**config.mk**
```make
export PLATFORM = sky130hd
export DESIGN_NAME = adc_config_and_result_format
export DESIGN_NICKNAME = d
export VERILOG_FILES = /design/src/hw/adc_cfg_pkg.sv /design/src/hw/result_formatter.sv /design/src/hw/conv_clock_divider.sv /design/src/hw/adc_config_and_result_format.sv
export SDC_FILE = /design/constraint.sdc
export NUM_CORES = 1
export LEC_CHECK = 0
export ABC_CLOCK_PERIOD_IN_PS = 2400
export BUFFER_PORTS_ARGS = -buffer_cell sky130_fd_sc_hd__buf_2
export CORE_MARGIN = 2
export CORE_UTILIZATION = 55
export CTS_BUF_LIST = sky130_fd_sc_hd__clkbuf_4 sky130_fd_sc_hd__clkbuf_8
export DETAILED_ROUTE_END_ITERATION = 10
export PLACE_DENSITY = 0.87
export SYNTH_ARGS = -nofsm -noshare
export SYNTH_HDL_FRONTEND = slang
export SYNTH_HIERARCHICAL = 1
export SYNTH_SLANG_ARGS = --single-unit
```
**constraint.sdc**
```tcl
create_clock -name mclk -period 2.4 [get_ports mclk]
set_input_delay 0.36 -clock mclk [delete_from_list [all_inputs] [get_ports mclk]]
set_output_delay 0.36 -clock mclk [all_outputs]
set_load 0.01 [all_outputs]
```
**src/hw/adc_cfg_pkg.sv**
```systemverilog
// constants for the converter configuration and result-format block
// assumes a 32-bit classic wishbone slave with word-aligned byte addresses
package adc_cfg_pkg;

   // register byte addresses
   localparam logic [7:0] OFS_CONVERTER_CONTROL_ZERO = 8'h00;
   localparam logic [7:0] OFS_CONVERTER_CONTROL_ONE = 8'h04;
   localparam logic [7:0] OFS_RESULT_HIGH_BYTE = 8'h08;
   localparam logic [7:0] OFS_RESULT_LOW_BYTE = 8'h0C;
   localparam logic [7:0] OFS_CONVERTER_STATUS = 8'h10;

   // converter_control_zero fields
   localparam int BIT_CONVERTER_ON = 0;

   // converter_control_one fields
   localparam int BIT_RESULT_JUSTIFY = 7;
   localparam int LSB_CONV_CLOCK_SELECT = 4;
   localparam int BIT_NEG_REF_SELECT = 2;
   localparam int LSB_POS_REF_SELECT = 0;
   localparam logic [7:0] CTRL1_WRITE_MASK = 8'hF7;
   localparam logic [7:0] CTRL1_RESET = 8'h00;

   // converter_status fields
   localparam int BIT_STAT_ACTIVE = 0;
   localparam int BIT_STAT_ABORTED = 1;
   localparam int BIT_STAT_RC_CLOCK = 2;

   // conversion clock select codes
   localparam logic [2:0] CCS_DIV2 = 3'h0;
   localparam logic [2:0] CCS_DIV8 = 3'h1;
   localparam logic [2:0] CCS_DIV32 = 3'h2;
   localparam logic [2:0] CCS_RC_A = 3'h3;
   localparam logic [2:0] CCS_DIV4 = 3'h4;
   localparam logic [2:0] CCS_DIV16 = 3'h5;
   localparam logic [2:0] CCS_DIV64 = 3'h6;
   localparam logic [2:0] CCS_RC_B = 3'h7;

   // positive reference codes
   localparam logic [1:0] PREF_SUPPLY = 2'h0;
   localparam logic [1:0] PREF_RESERVED = 2'h1;
   localparam logic [1:0] PREF_EXTERNAL = 2'h2;
   localparam logic [1:0] PREF_FIXED = 2'h3;

   // result width and justification padding
   localparam int RESULT_WIDTH = 10;
   localparam int PAD_BITS = 6;

   // reset values
   localparam logic [7:0] DIV_COUNT_RESET = 8'h00;

endpackage

```
**src/hw/result_formatter.sv**
```systemverilog
// result formatter: packs a 10-bit conversion result into high and low bytes
// assumes the caller registers the outputs on its own load strobe
`timescale 1ns/10ps
module result_formatter (
   input wire logic result_justify,
   input wire logic [9:0] conversion_result,
   output logic [7:0] high_byte,
   output logic [7:0] low_byte
);

   always_comb begin
      if (result_justify) begin
         high_byte = {6'h00, conversion_result[9:8]};
         low_byte = conversion_result[7:0];
      end else begin
         high_byte = conversion_result[9:2];
         low_byte = {conversion_result[1:0], 6'h00};
      end
   end

endmodule

```
**src/hw/conv_clock_divider.sv**
```systemverilog
// conversion clock generator: one-cycle ticks from a divided system clock or the rc oscillator
// assumes rc_osc_tick is a one-cycle pulse synchronous to mclk
`timescale 1ns/10ps
module conv_clock_divider #(
   parameter int CNT_W = 8
) (
   input wire logic mclk,
   input wire logic rst_sync_n,
   input wire logic run,
   input wire logic [2:0] conv_clock_select,
   input wire logic rc_osc_tick,
   output logic conv_tick
);

   logic [CNT_W-1:0] count_r;
   logic [CNT_W-1:0] count_nxt;
   logic tick_r;
   logic tick_nxt;

   // terminal count for each divide code; rc codes return zero
   function automatic logic [CNT_W-1:0] last_count(input logic [2:0] sel);
      case (sel)
         adc_cfg_pkg::CCS_DIV2: last_count = CNT_W'(1);
         adc_cfg_pkg::CCS_DIV4: last_count = CNT_W'(3);
         adc_cfg_pkg::CCS_DIV8: last_count = CNT_W'(7);
         adc_cfg_pkg::CCS_DIV16: last_count = CNT_W'(15);
         adc_cfg_pkg::CCS_DIV32: last_count = CNT_W'(31);
         adc_cfg_pkg::CCS_DIV64: last_count = CNT_W'(63);
         default: last_count = '0;
      endcase
   endfunction

   always_comb begin
      count_nxt = count_r;
      tick_nxt = 1'b0;
      if (!run) begin
         count_nxt = '0;
      end else if (conv_clock_select == adc_cfg_pkg::CCS_RC_A ||
                   conv_clock_select == adc_cfg_pkg::CCS_RC_B) begin
         count_nxt = '0;
         tick_nxt = rc_osc_tick;
      end else if (count_r >= last_count(conv_clock_select)) begin
         count_nxt = '0;
         tick_nxt = 1'b1;
      end else begin
         count_nxt = count_r + CNT_W'(1);
      end
   end

   always_ff @(posedge mclk or negedge rst_sync_n) begin
      if (!rst_sync_n) begin
         count_r <= adc_cfg_pkg::DIV_COUNT_RESET[CNT_W-1:0];
         tick_r <= 1'b0;
      end else begin
         count_r <= count_nxt;
         tick_r <= tick_nxt;
      end
   end

   assign conv_tick = tick_r;

endmodule

```
**src/hw/adc_config_and_result_format.sv**
```systemverilog
// converter configuration and result format block with a wishbone register slave
// assumes the converter core gives a one-cycle load strobe with a 10-bit result,
// and that sleep_req is a level held by the power controller while asleep
//
// Local design decisions: register access over Wishbone and the register offsets.
`timescale 1ns/10ps
module adc_config_and_result_format (
   input wire logic mclk,
   input wire logic rst_n,
   input wire logic wb_cyc_i,
   input wire logic wb_stb_i,
   input wire logic wb_we_i,
   input wire logic [7:0] wb_adr_i,
   input wire logic [3:0] wb_sel_i,
   input wire logic [31:0] wb_dat_i,
   output logic [31:0] wb_dat_o,
   output logic wb_ack_o,
   input wire logic result_load,
   input wire logic [9:0] conversion_result,
   input wire logic sleep_req,
   input wire logic rc_osc_tick,
   output logic conv_clk_tick,
   output logic converter_active,
   output logic conv_abort,
   output logic mux_connect,
   output logic neg_ref_gnd,
   output logic neg_ref_ext,
   output logic pos_ref_supply,
   output logic pos_ref_ext,
   output logic pos_ref_fixed
);

   // reset release synchroniser
   logic rst_meta_r;
   logic rst_sync_r;

   always_ff @(posedge mclk or negedge rst_n) begin
      if (!rst_n) begin
         rst_meta_r <= 1'b0;
         rst_sync_r <= 1'b0;
      end else begin
         rst_meta_r <= 1'b1;
         rst_sync_r <= rst_meta_r;
      end
   end

   // register state
   logic converter_on_r;
   logic converter_on_nxt;
   logic [7:0] ctrl1_r;
   logic [7:0] ctrl1_nxt;
   logic aborted_r;
   logic aborted_nxt;
   logic active_r;
   logic active_nxt;
   logic abort_r;
   logic abort_nxt;
   logic sleep_d_r;
   logic ack_r;
   logic ack_nxt;
   logic [31:0] rdata_r;
   logic [31:0] rdata_nxt;
   logic mux_r;
   logic mux_nxt;
   logic [4:0] refs_r;
   logic [4:0] refs_nxt;

   // result bytes keep no reset so other resets leave them untouched
   logic [7:0] result_high_r;
   logic [7:0] result_high_nxt;
   logic [7:0] result_low_r;
   logic [7:0] result_low_nxt;

   logic result_justify;
   logic [2:0] conv_clock_select;
   logic neg_ref_select;
   logic [1:0] pos_ref_select;
   logic rc_clocked;
   logic sleep_entry;
   logic bus_req;
   logic wr_commit;
   logic [7:0] fmt_high;
   logic [7:0] fmt_low;

   assign result_justify = ctrl1_r[adc_cfg_pkg::BIT_RESULT_JUSTIFY];
   assign conv_clock_select = ctrl1_r[adc_cfg_pkg::LSB_CONV_CLOCK_SELECT +: 3];
   assign neg_ref_select = ctrl1_r[adc_cfg_pkg::BIT_NEG_REF_SELECT];
   assign pos_ref_select = ctrl1_r[adc_cfg_pkg::LSB_POS_REF_SELECT +: 2];
   assign rc_clocked = (conv_clock_select == adc_cfg_pkg::CCS_RC_A) ||
                       (conv_clock_select == adc_cfg_pkg::CCS_RC_B);
   assign sleep_entry = sleep_req && !sleep_d_r;
   assign bus_req = wb_cyc_i && wb_stb_i;
   // writes take effect at the edge where the master sees ack
   assign wr_commit = bus_req && wb_we_i && ack_r && wb_sel_i[0];

   result_formatter u_fmt (
      .result_justify(result_justify),
      .conversion_result(conversion_result),
      .high_byte(fmt_high),
      .low_byte(fmt_low)
   );

   conv_clock_divider #(
      .CNT_W(8)
   ) u_div (
      .mclk(mclk),
      .rst_sync_n(rst_sync_r),
      .run(active_r),
      .conv_clock_select(conv_clock_select),
      .rc_osc_tick(rc_osc_tick),
      .conv_tick(conv_clk_tick)
   );

   // bus slave: one-cycle ack, read data captured with it
   always_comb begin
      ack_nxt = bus_req && !ack_r;
      rdata_nxt = rdata_r;
      if (bus_req && !ack_r) begin
         rdata_nxt = 32'h0000_0000;
         if (!wb_we_i) begin
            case (wb_adr_i)
               adc_cfg_pkg::OFS_CONVERTER_CONTROL_ZERO:
                  rdata_nxt[adc_cfg_pkg::BIT_CONVERTER_ON] = converter_on_r;
               adc_cfg_pkg::OFS_CONVERTER_CONTROL_ONE:
                  rdata_nxt[7:0] = ctrl1_r;
               adc_cfg_pkg::OFS_RESULT_HIGH_BYTE:
                  rdata_nxt[7:0] = result_high_r;
               adc_cfg_pkg::OFS_RESULT_LOW_BYTE:
                  rdata_nxt[7:0] = result_low_r;
               adc_cfg_pkg::OFS_CONVERTER_STATUS: begin
                  rdata_nxt[adc_cfg_pkg::BIT_STAT_ACTIVE] = active_r;
                  rdata_nxt[adc_cfg_pkg::BIT_STAT_ABORTED] = aborted_r;
                  rdata_nxt[adc_cfg_pkg::BIT_STAT_RC_CLOCK] = rc_clocked;
               end
               default: rdata_nxt = 32'h0000_0000;
            endcase
         end
      end
   end

   // control registers and sleep handling
   always_comb begin
      converter_on_nxt = converter_on_r;
      ctrl1_nxt = ctrl1_r;
      aborted_nxt = aborted_r;
      if (wr_commit) begin
         case (wb_adr_i)
            adc_cfg_pkg::OFS_CONVERTER_CONTROL_ZERO:
               converter_on_nxt = wb_dat_i[adc_cfg_pkg::BIT_CONVERTER_ON];
            adc_cfg_pkg::OFS_CONVERTER_CONTROL_ONE:
               ctrl1_nxt = wb_dat_i[7:0] & adc_cfg_pkg::CTRL1_WRITE_MASK;
            adc_cfg_pkg::OFS_CONVERTER_STATUS:
               if (wb_dat_i[adc_cfg_pkg::BIT_STAT_ABORTED]) begin
                  aborted_nxt = 1'b0;
               end
            default: ;
         endcase
      end
      // abort is noted even if software clears the flag in the same cycle
      abort_nxt = sleep_entry && converter_on_r && !rc_clocked;
      if (abort_nxt) begin
         aborted_nxt = 1'b1;
      end
      // enable bit stays set; only the running state drops in sleep, and only when the rc clock is not selected
      active_nxt = converter_on_r && !(sleep_req && !rc_clocked);
   end

   // reference and channel multiplexer selection
   always_comb begin
      mux_nxt = converter_on_r;
      refs_nxt = 5'h00;
      if (converter_on_r) begin
         refs_nxt[0] = !neg_ref_select;
         refs_nxt[1] = neg_ref_select;
         // reserved positive code connects nothing
         case (pos_ref_select)
            adc_cfg_pkg::PREF_SUPPLY: refs_nxt[2] = 1'b1;
            adc_cfg_pkg::PREF_EXTERNAL: refs_nxt[3] = 1'b1;
            adc_cfg_pkg::PREF_FIXED: refs_nxt[4] = 1'b1;
            default: refs_nxt[4:2] = 3'h0;
         endcase
      end
   end

   // result bytes: a load from the core wins over a software write
   always_comb begin
      result_high_nxt = result_high_r;
      result_low_nxt = result_low_r;
      if (result_load) begin
         result_high_nxt = fmt_high;
         result_low_nxt = fmt_low;
      end else if (wr_commit) begin
         if (wb_adr_i == adc_cfg_pkg::OFS_RESULT_HIGH_BYTE) begin
            result_high_nxt = wb_dat_i[7:0];
         end
         if (wb_adr_i == adc_cfg_pkg::OFS_RESULT_LOW_BYTE) begin
            result_low_nxt = wb_dat_i[7:0];
         end
      end
   end

   always_ff @(posedge mclk) begin
      result_high_r <= result_high_nxt;
      result_low_r <= result_low_nxt;
   end

   always_ff @(posedge mclk or negedge rst_sync_r) begin
      if (!rst_sync_r) begin
         converter_on_r <= 1'b0;
         ctrl1_r <= adc_cfg_pkg::CTRL1_RESET;
         aborted_r <= 1'b0;
         active_r <= 1'b0;
         abort_r <= 1'b0;
         sleep_d_r <= 1'b0;
         ack_r <= 1'b0;
         rdata_r <= 32'h0000_0000;
         mux_r <= 1'b0;
         refs_r <= 5'h00;
      end else begin
         converter_on_r <= converter_on_nxt;
         ctrl1_r <= ctrl1_nxt;
         aborted_r <= aborted_nxt;
         active_r <= active_nxt;
         abort_r <= abort_nxt;
         sleep_d_r <= sleep_req;
         ack_r <= ack_nxt;
         rdata_r <= rdata_nxt;
         mux_r <= mux_nxt;
         refs_r <= refs_nxt;
      end
   end

   assign wb_ack_o = ack_r;
   assign wb_dat_o = rdata_r;
   assign converter_active = active_r;
   assign conv_abort = abort_r;
   assign mux_connect = mux_r;
   assign neg_ref_gnd = refs_r[0];
   assign neg_ref_ext = refs_r[1];
   assign pos_ref_supply = refs_r[2];
   assign pos_ref_ext = refs_r[3];
   assign pos_ref_fixed = refs_r[4];

endmodule

```
* Yosys cells after proc, flatten, opt, wreduce, memory -nomap -nowiden
Index checks and enable logic that the tools add are counted.
Cells by class: $add $sub $neg 1, multiply operators 0, div/mod/pow operators 0, order comparisons 1, eq/ne operators 13, shift operators 0, multiplexer cells 29, bitwise gates (word level) 0, reductions and logical operators 30
Operator list (number):
- 2-to-1 mux 8 bit | 14
- case mux 6 bit (6 select lines) | 1
- == test 8 x 4 -> 1 bit (second input constant) | 2
- case mux 5 bit (3 select lines) | 1
- == test 3 bit (second input constant) | 4
- nonzero test 2 bit | 6
- logical AND 1 bit | 10
- 2-to-1 mux 1 bit | 10
- adder 8 x 1 -> 8 bit (second input constant) | 1
- == test 8 x 3 -> 1 bit (second input constant) | 1
- == test 8 x 5 -> 1 bit (second input constant) | 1
- >= comparator 8 bit | 1
- zero test 8 bit | 1
- case mux 2 bit (4 select lines) | 1
- AND reduction 2 bit | 4
- == test 3 x 2 -> 1 bit (second input constant) | 2
- zero test 1 bit | 5
- 2-to-1 mux 5 bit | 1
- case mux 1 bit (5 select lines) | 1
- == test 2 bit (second input constant) | 2
- == test 3 x 1 -> 1 bit (second input constant) | 1
- zero test 3 bit | 1
- AND reduction 3 bit | 1
- zero test 2 bit | 1
- logical OR 1 bit | 1
Word-level totals: flip-flop bits (word level) 78, latch bits 0, RAM bits 0, bits in read-only memories 0, input port bits 62, output and inout port bits 42, word-level logic and storage cells 90, memories kept 0

* Logic depth before layout (Yosys ltp)
Gate-level depths: netlist of the first run.
word-level depth 8, depth in mapped cells 7, mapped depth without buffers 7

* By module
The synthesis of the first run kept the hierarchy.
Modules (own cells, without submodules):
- adc_config_and_result_format | times used 1, cells an instance 189, area each 2193.4 um^2, seq. area each 1206.2 um^2
- conv_clock_divider | times used 1, cells an instance 55, area each 565.5 um^2, seq. area each 225.2 um^2
- result_formatter | times used 1, cells an instance 18, area each 157.7 um^2, seq. area each 0.0 um^2

* Worst setup path before layout of the first run
No wires, ideal clock.
path type input -> register, start in wb_adr_i[4], end reg result_high_r[0] (enable), setup time 330 ps, arrival time 1559 ps, data required time 2070 ps, path slack 511 ps, cell stages on the path 3, path buffers 0, path through or3_2 nor3b_1 a41o_1
On the way: cells in the longest elaborated chain, start to end 3
RTL lines:
- start, declared | line adc_config_and_result_format.sv:13 | input wire logic [7:0] wb_adr_i,
- == test 8 x 4 -> 1 bit | line adc_config_and_result_format.sv:193 | if (wb_adr_i == adc_cfg_pkg::OFS_RESULT_HIGH_BYTE) begin
- nonzero test 2 bit (no line)
- AND reduction 2 bit (no line)
- end signal, assigned | line adc_config_and_result_format.sv:203 | result_high_r <= result_high_nxt;
- end, declared | line adc_config_and_result_format.sv:69 | logic [7:0] result_high_r;
No other way between the ends. A chain may end at the register's enable or synchronous reset.

* Worst setup path in the final report of the first run
start reg ctrl1_r[5], end reg u_div.count_r[5]
On the way: cells in the longest elaborated chain, start to end 8, elaborated cells on any way between the ends 16, those cells by class order compare (1); eq/ne (7); mux (6); reduce/logical (2)
RTL lines:
- start, declared | line adc_config_and_result_format.sv:50 | logic [7:0] ctrl1_r;
- start signal, assigned | line adc_config_and_result_format.sv:210 | ctrl1_r <= adc_cfg_pkg::CTRL1_RESET;
- start signal, assigned | line adc_config_and_result_format.sv:221 | ctrl1_r <= ctrl1_nxt;
- == test 3 bit (tied with other cells) | line conv_clock_divider.sv:22 | case (sel)
- case mux 6 bit (6 select lines) | line conv_clock_divider.sv:22
- 2-to-1 mux 8 bit | line conv_clock_divider.sv:38 | end else if (conv_clock_select == adc_cfg_pkg::CCS_RC_A ||
- 2-to-1 mux 8 bit | line conv_clock_divider.sv:36 | if (!run) begin
- >= comparator 8 bit | line conv_clock_divider.sv:42 | end else if (count_r >= last_count(conv_clock_select)) begin
- 2-to-1 mux 8 bit | line conv_clock_divider.sv:42
- 2-to-1 mux 8 bit (*) | line conv_clock_divider.sv:38
- 2-to-1 mux 8 bit (*) | line conv_clock_divider.sv:36
- named net u_div.count_nxt[5] | line conv_clock_divider.sv:16 | logic [CNT_W-1:0] count_nxt;
- end signal, assigned | line conv_clock_divider.sv:52 | count_r <= adc_cfg_pkg::DIV_COUNT_RESET[CNT_W-1:0];
- end signal, assigned | line conv_clock_divider.sv:55 | count_r <= count_nxt;
- end, declared | line conv_clock_divider.sv:15 | logic [CNT_W-1:0] count_r;
The timed path passes the listed nets; every way through them passes the cells marked *. The select of a mux whose other input is x is not followed.

==> results of run 1 <==
logic make-up after synthesis:
logic type | Yosys count | share of synthesized area [%]
and+or+nand+nor | 107 | 19.5
DFF | 54 | 49.1
buffers and inverters | 37 | 8.62
AOI/OAI and AO/OA | 27 | 8.19
muxes | 21 | 9.44
adders and majority gates | 7 | 3.00
xor gates and xnor gates | 6 | 1.80
other | 3 | 0.386
worst paths after layout:
| check | from | end |
|---|---|---|
| setup / recovery | ctrl1_r[5]$_DFFE_PN0P_ | u_div/count_r[5]$_DFF_PN0_ |
| setup reg to reg | ctrl1_r[5]$_DFFE_PN0P_ | u_div/count_r[5]$_DFF_PN0_ |
| hold / removal | sleep_req | sleep_d_r$_DFF_PN0_ |
| max in group asynchronous | rst_sync_r$_DFF_PN0_ | ctrl1_r[5]$_DFFE_PN0P_ |
| min in group asynchronous | rst_sync_r$_DFF_PN0_ | refs_r[4]$_DFF_PN0_ |
| hold reg to reg | rst_sync_r$_DFF_PN0_ | refs_r[4]$_DFF_PN0_ |
cell usage after synthesis, drive strengths merged, types with 2 or more instances:
cell type / instances / area share [%]
dfrtp: 38 / 33
or3: 3 / 0.69
edfxtp: 16 / 16
and2: 8 / 1.8
nor2: 13 / 1.7
nor3b: 2 / 0.51
nor4: 2 / 0.43
inv: 5 / 0.64
o21ai: 4 / 0.69
mux2: 19 / 8.8
nor3: 2 / 0.34
conb: 3 / 0.39
nor2b: 10 / 2.1
a221oi: 2 / 0.60
buf: 27 / 7.3
xor2: 5 / 1.5
nand2: 42 / 5.4
mux2i: 2 / 0.69
nand2b: 10 / 2.4
a21oi: 2 / 0.34
and3: 2 / 0.43
clkbuf: 5 / 0.64
nand3: 6 / 1.0
ha: 7 / 3.0
a22o: 8 / 2.4
routing by layer:
metal	routed length [um]	global-route usage (%)
met1	2580	26.7
met2	2830	35.3
met3	351	4.00
met4	110	6.55
met5	0	0
flip-flops by register name (all words and copies together) (netlist names):
| register | cells |
|---|---|
| result_high_r | 8 |
| result_low_r | 8 |
| u_div/count_r | 8 |
| wb_dat_o | 8 |
| ctrl1_r | 7 |
| refs_r | 5 |
| aborted_r | 1 |
| conv_abort | 1 |
| converter_active | 1 |
| converter_on_r | 1 |
| mux_connect | 1 |
| rst_meta_r | 1 |
| rst_sync_r | 1 |
| sleep_d_r | 1 |
| u_div/conv_tick | 1 |
| wb_ack_o | 1 |
report_power, final:
group / internal, mW / total, mW / switching [mW]
sequential: 0.980 / 0.990 / 0.0102
combinational: 0.0645 / 0.162 / 0.0970
clock: 0.223 / 0.526 / 0.303
total: 1.27 / 1.68 / 0.410
metrics by stage:
| step | power (mW) | setup slack [ps] | utilization [%] |
|---|---|---|---|
| finish | 1.68 | 305 | 63.7 |
| global route | 1.74 | 172 | 63.7 |
| CTS | 1.68 | 316 | 63.7 |
| detailed placement | 1.17 | 261 | 61.6 |
| global placement | 1.16 | 281 | 61.6 |
| floorplan | 1.13 | 511 | - |
area by class of cell:
class / instances / area (um^2)
clock buffers: 6 / 76.3
clock inverters: 2 / 17.5
fillers: 414 / 1860
inverters: 5 / 18.8
multi-input cells: 194 / 1320
flip-flops and latches: 54 / 1430
well taps: 70 / 87.6
repair buffers: 57 / 300
repair_timing:
action,4_1_cts,5_1_grt
setup endpoints to repair,0,0
resized for setup,0,0
setup buffers,0,0
hold endpoints to repair,2,0
hold buffers,1,0
==> summary.md, run 1 <==
| Metric | Value |
|---|---|
| Gr usage total | 20.7% |
| H-tree depth | 2 |
| Clock Latency Late Sink | 310 ps |
| Clock Path Buffers | 2 |
| CTS Buf Count | 5 |
| Tmin final | 2100 ps |
| Post-synthesis cell type count | between 40 and 50 |
| Worst-path cell with the longest stage delay | dfrtp_1 |
| Reg2Reg Setup Slack | 300 ps |
| Design Area, Final | 3250 um^2 |
| Remaining DRCs | 0 |
| Diode count | 0 |
| Worst Hold Path Cells | 1 |
| Final Cycle Share | 87.3% |
| Setup violators final | 0 |
| Syn avg cell area | 11.1 um^2 |
| Setup TNS | 0 ps |
| Max_cap viols | 0 |
| Crit path top cell by count | nor2_1 |
| Crit path kind | flip-flop to flip-flop |
| Die Ht | 76.8 um |
| Clock sinks | 54 |
| First-pass GRT wire length | 9560 um |
| Crit path buf inv count | 0 |
| CTS Root Cell | clkbuf_8 |
| WL final | between 5000 and 6000 um |
| Core area | 5110 um^2 |
| Final ANT Viol Nets | 0 |
| Post-DP Area | 3150 um^2 |
| Peak Freq | 0.477 GHz |
| Relative slew slack | 62.3% |
| First-pass DRT Iterations | 4 |
| Required @ worst endpoint | 2640 ps |
| Most common cell after layout, fill and taps aside | buf_2 |
| Die Wd | 76.8 um |
| Flops & latches, synth | 54 |
| Most used DFF post-synth | dfrtp_1 |
| Post-synth EDFFs | 16 |
| Row count | 26 |
| Clock transition at path regs | 100 ps |
| Proportion of layout cells with a drive suffix above 1 | about 28% |
| Routed vias/inst | 5.15 |
| IR drop worst, VDD | 236 uV |
| Wirelength per Cell | 15.1 um |
| Leakage power | 1.64 nW |
| Cell depth of the worst setup path | 7 |
| Die area | a little under 6000 um^2 |
| Worst Hold Class | primary input to flip-flop |
| Yosys warns | 6 |
| Nets | between 300 and 400 |
| IO buf count | 52 |
| Synth Cell Area | 2920 um^2 |
| Slew Limit Fails | 0 |
| Synth-to-layout area growth | 11.5% |
| Unrepaired setup endpoints after global routing | no |
| Final cell count without fillers | between 300 and 400 |
| GPL Wtd Cong | around 0.8 |
| Post-DP HPWL | 4370 um |
| Slew @ Worst Pin | 565 ps |
| Ports | roughly 100 |
| CTS tree | done |
| Max stage delay on crit path | 510 ps |
| Status | complete, no violations |
| CP max FO | 8 |
| Grt total ovfl | 0 |
| Asr flop ratio synth | 70.4% |
| Vias in the first global route | ~2000 |
| Gate Count Post-Synth | 262 |
| Pwr dens | ~520 nW/um^2 |
| Critical path, cell by cell | nor2b_1 > nor2_1 > ha_1 > o21a_1 > o211ai_1 > o2111ai_2 > nor2_1 |
| CP Capture Type | flip-flop |
| FF-to-FF path depth | 7 |
| Sequential area share after synthesis | roughly half |
| Iteration-0 DRC count of the detailed router | 122 |
| Most frequent cells in the layout | buf_2, nand2_1, dfrtp_1 |
| Placed cells | 379 |
| Worst Hold Slack | between 150 and 200 ps |
| Clk_skew | around 6.1 ps |
| DR vias | 1998 |
| Crit start category | flip-flop |
| Starting Density | 57.1% |
| Worst Path Arrival | about 2300 ps |
| Final Hold Vio Count | 0 |
| Maximum number of pins on one net before global-route repair | 37 |
| Cell family with most CP delay | compound AO/OA/AOI/OAI gates |
| Initial antenna violation count | 0 |
Power figures use the tool's default switching activity.
==> inputs of run 2 (changes only) <==
--- a/config.mk
+++ b/config.mk
@@ -5,6 +5,7 @@
 export SDC_FILE = /design/constraint.sdc
 export NUM_CORES = 1
 export LEC_CHECK = 0
+export ABC_AREA = 1
 export ABC_CLOCK_PERIOD_IN_PS = 2400
 export BUFFER_PORTS_ARGS = -buffer_cell sky130_fd_sc_hd__buf_2
 export CORE_MARGIN = 2
==> run 2 against run 1 <==
Net effect: die area up 3.4%; power up 9.7%; sequential share of layout area down 1.7 points; critical path depth up 5; via count up 18%; register-to-register slack better by 70 ps; clock skew up 1.5 ps; routed wire length down 2.1%; largest power group unchanged; highest routed layer unchanged.
==> summary.md, run 2 <==
| Metric | Value |
|---|---|
| Most common cell after layout, fill and taps aside | nand2_1 |
| Post-cts resize count | 0 (unchanged) |
| Clock transition at path regs | 100 ps (about the same) |
| Final ANT Viol Nets | 0 (unchanged) |
| Vias in the first global route | 2299 (+17%) |
| Post-synth top area share | 31.5% (-1.1 points) |
| Slew Limit Fails | 0 (unchanged) |
| First-pass DRT Iterations | 4 (unchanged) |
| GPL Wtd Cong | 0.827 (+2.1%) |
| DR vias | 2349 (+18%) |
| Slew @ Worst Pin | 500 ps (-64.5 ps) |
| Worst Hold Path Cells | 1 (unchanged) |
| CTS Buf Count | 5 (unchanged) |
| Setup TNS | 0 ps (unchanged) |
| Die area | 6100 um^2 (+3.4%) |
| Crit path kind | flip-flop to flip-flop |
| Asr flop ratio synth | 70.4% (unchanged) |
| Register share of total power | 53.2% (-5.8 points) |
| Synth-to-layout area growth | 12.1% |
| Placed cells | 484 (+28%) |
| Most common cell in the netlist | nand2_1 |
| Cell taking the most area after synthesis | dfrtp_1 |
| Int Pwr | 1.44 mW (+13%) |
| First-pass GRT wire length | 10000 um (+4.7%) |
| Final core occ | 65.0% (+1.4 points) |
| CTS tree | done |
| FF-to-FF path depth | 12 (+5) |
| Worst Path Arrival | 2260 ps (-80 ps) |
| Routed vias/inst | 4.76 (-7.5%) |
| Core area | 5200 um^2 (+1.9%) |
| Post-DP Area | 3240 um^2 (+2.8%) |
| CP Capture Type | flip-flop |
| P_sw | 406 uW (-1.1%) |
| CTS Root Cell | clkbuf_8 |
| Proportion of layout cells with a drive suffix above 1 | 20.6% (-7.7 points) |
| Clock sinks | 54 (unchanged) |
| Hold Startpoint | sleep_req |
| Required @ worst endpoint | 2640 ps (about the same) |
| Crit start category | flip-flop |
| Row count | 26 (unchanged) |
| CP startpoint | ctrl1_r[4]$_DFFE_PN0P_ |
| Reg2reg start | ctrl1_r[4]$_DFFE_PN0P_ |
| Worst reg2reg endpoint | u_div/count_r[6]$_DFF_PN0_ |
| Relative slew slack | 66.6% (+4.3 points) |
| Iteration-0 DRC count of the detailed router | 176 (+44%) |
| Clock Latency Late Sink | 310 ps (about the same) |
| WL final | 5750 um (-2.1%) |
| Worst Hold Slack | 192 ps (+3.30 ps) |
| Starting Density | 58.0% (+0.92 points) |
| Grt total ovfl | 0 (unchanged) |
| Power, Total | 1.84 mW (+9.7%) |
| Gr usage total | 20.5% (-0.23 points) |
| Status | complete, no violations |
| Design Area, Final | 3380 um^2 (+4.1%) |
| Wirelength per Cell | 11.7 um (-23%) |
| Final Cycle Share | 84.4% (-2.9 points) |
| Comb pwr share | 7.9% (-1.7 points) |
| Most used DFF post-synth | dfrtp_1 |
| Flops & latches, synth | 54 (unchanged) |
| IR drop worst, VDD | 249 uV (+5.9%) |
| Diode count | 0 (unchanged) |
| Storage cell area | 1430 um^2 (unchanged) |
| Synth Cell Area | 3020 um^2 (+3.6%) |
| Reg2Reg Setup Slack | 370 ps (+70 ps) |
| Post-Place Worst Slack | 457 ps (+196 ps) |
| Post-DP HPWL | 4300 um (-1.6%) |
| Peak Freq | 0.494 GHz (+3.5%) |
| Yosys warns | 6 (unchanged) |
| Max_cap viols | 0 (unchanged) |
| Initial antenna violation count | 0 (unchanged) |
| Synth top cells by count | nand2_1, inv_1, dfrtp_1 |
| Pwr dens | 544 nW/um^2 (+5.4%) |
| Hold Path Sink | sleep_d_r$_DFF_PN0_ |
| CP max FO | 7 (-1) |
| Final cell count without fillers | 493 (+27%) |
| Die Ht | 78.1 um (+1.7%) |
| Hold buffer count at CTS | 1 (unchanged) |
| Leakage power | 1.88 nW (+15%) |
| Setup violators final | 0 (unchanged) |
| Fill cells | 457 (+10%) |
| Remaining DRCs | 0 (unchanged) |
| IO buf count | 52 (unchanged) |
| Synth area leaders | dfrtp_1, edfxtp_1, nand2_1 |
| Multi-input logic area | 1270 um^2 (-4.1%) |
| Clock Path Buffers | 2 (unchanged) |
| Nets | 491 (+27%) |
| H-tree depth | 2 (unchanged) |
| Setup Buffers After CTS | 0 (unchanged) |
| Most frequent cells in the layout | nand2_1, buf_2, inv_1 |
| Worst Hold Class | primary input to flip-flop |
| Final Hold Vio Count | 0 (unchanged) |
| Syn avg cell area | 8.23 um^2 (-26%) |
| Die Wd | 78.1 um (+1.7%) |
| Post-synth EDFFs | 16 (unchanged) |
| Post-synthesis cell type count | 36 (-27%) |
| Sw Share | 22.0% (-2.4 points) |
| Final worst slack | 375 ps (+70.0 ps) |
| Unrepaired setup endpoints after global routing | no |
| Tmin final | 2030 ps (-70.0 ps) |
| Clock share of power | 38.8% (+7.4 points) |
| Sequential area share after synthesis | 47.4% (-1.7 points) |
| Gate Count Post-Synth | 367 (+40%) |
| Clk_skew | 7.65 ps (+1.50 ps) |
| Ports | 104 (unchanged) |
| Maximum number of pins on one net before global-route repair | 37 (unchanged) |
[run 2: cell types whose count changed after synthesis, moves of 5 or more]
cell / change
inv_1: +35
nor2b_1: -10
nand3_1: +26
nand2_1: +78
and2_1: -6
o21ai_2: +5
a22o_1: -8
mux2_4: -11
nor2_1: +19
nand2b_1: -9
mux2_2: -8
[run 2: worst max-delay path by stage]
stage                                 endpoint  slack [ps]  cells past startpoint
floorplan           u_div/count_r[0]$_DFF_PN0_         800                     12
global placement    u_div/count_r[6]$_DFF_PN0_         560                     12
detailed placement  u_div/count_r[5]$_DFF_PN0_         460                     12
CTS                 u_div/count_r[6]$_DFF_PN0_         400                     12
global route        u_div/count_r[6]$_DFF_PN0_         200                     12
finish              u_div/count_r[6]$_DFF_PN0_         370                     12
[run 2: power by group through the flow]
stage	clock network, mW	logic, mW	registers, mW
2_1_floorplan	0	0.108	1.01
3_3_place_gp	0	0.139	0.999
3_5_place_dp	0	0.144	1.00
4_1_cts	0.722	0.146	0.981
5_1_grt	0.766	0.166	0.983
6_report	0.715	0.146	0.980
[run 2: critical path, stage by stage (launching register included)]
cell      delay (ps)
dfrtp_1          470
inv_1            120
nand2_1           90
inv_1             70
a211oi_1         190
ha_1             290
nand2_1           90
nor2_1            50
nor2_1            90
nand2_1           70
nand2_1          100
nand3_2          150
nor2_1           160
[run 2: layer usage]
| metal | track usage [%] | share of wire, % | up-vias |
|---|---|---|---|
| met4 | 6.84 | 1.3 | 0 |
| met1 | 25.8 | 43 | 1038 |
| met5 | 0 | 0 | - |
| met3 | 4.60 | 8.5 | 9 |
| met2 | 35.0 | 47 | 95 |
| li1 | - | - | 1207 |
[run 2: layout make-up]
cell class | instances | area share [%]
clock buffer | 5 | 2.03
clock inverter | 3 | 2.03
inverter | 45 | 4.99
multi-input combinational | 260 | 37.4
sequential | 54 | 42.3
tap | 70 | 2.59
timing repair buffer | 56 | 8.65
[run 2: kinds of logic (layout without fill, tap and decap cells)]
| logic type | Yosys count | after routing | share of synthesized area (%) |
|---|---|---|---|
| AO/OA/AOI/OAI | 20 | 20 | 5.10 |
| buffers and inverters | 76 | 109 | 13.5 |
| XOR/XNOR | 5 | 5 | 1.45 |
| AND/OR/NAND/NOR | 202 | 202 | 29.2 |
| flip-flops | 54 | 54 | 47.4 |
| other | 3 | 26 | 0.373 |
| adder cells (fa/ha/maj) | 7 | 7 | 2.90 |
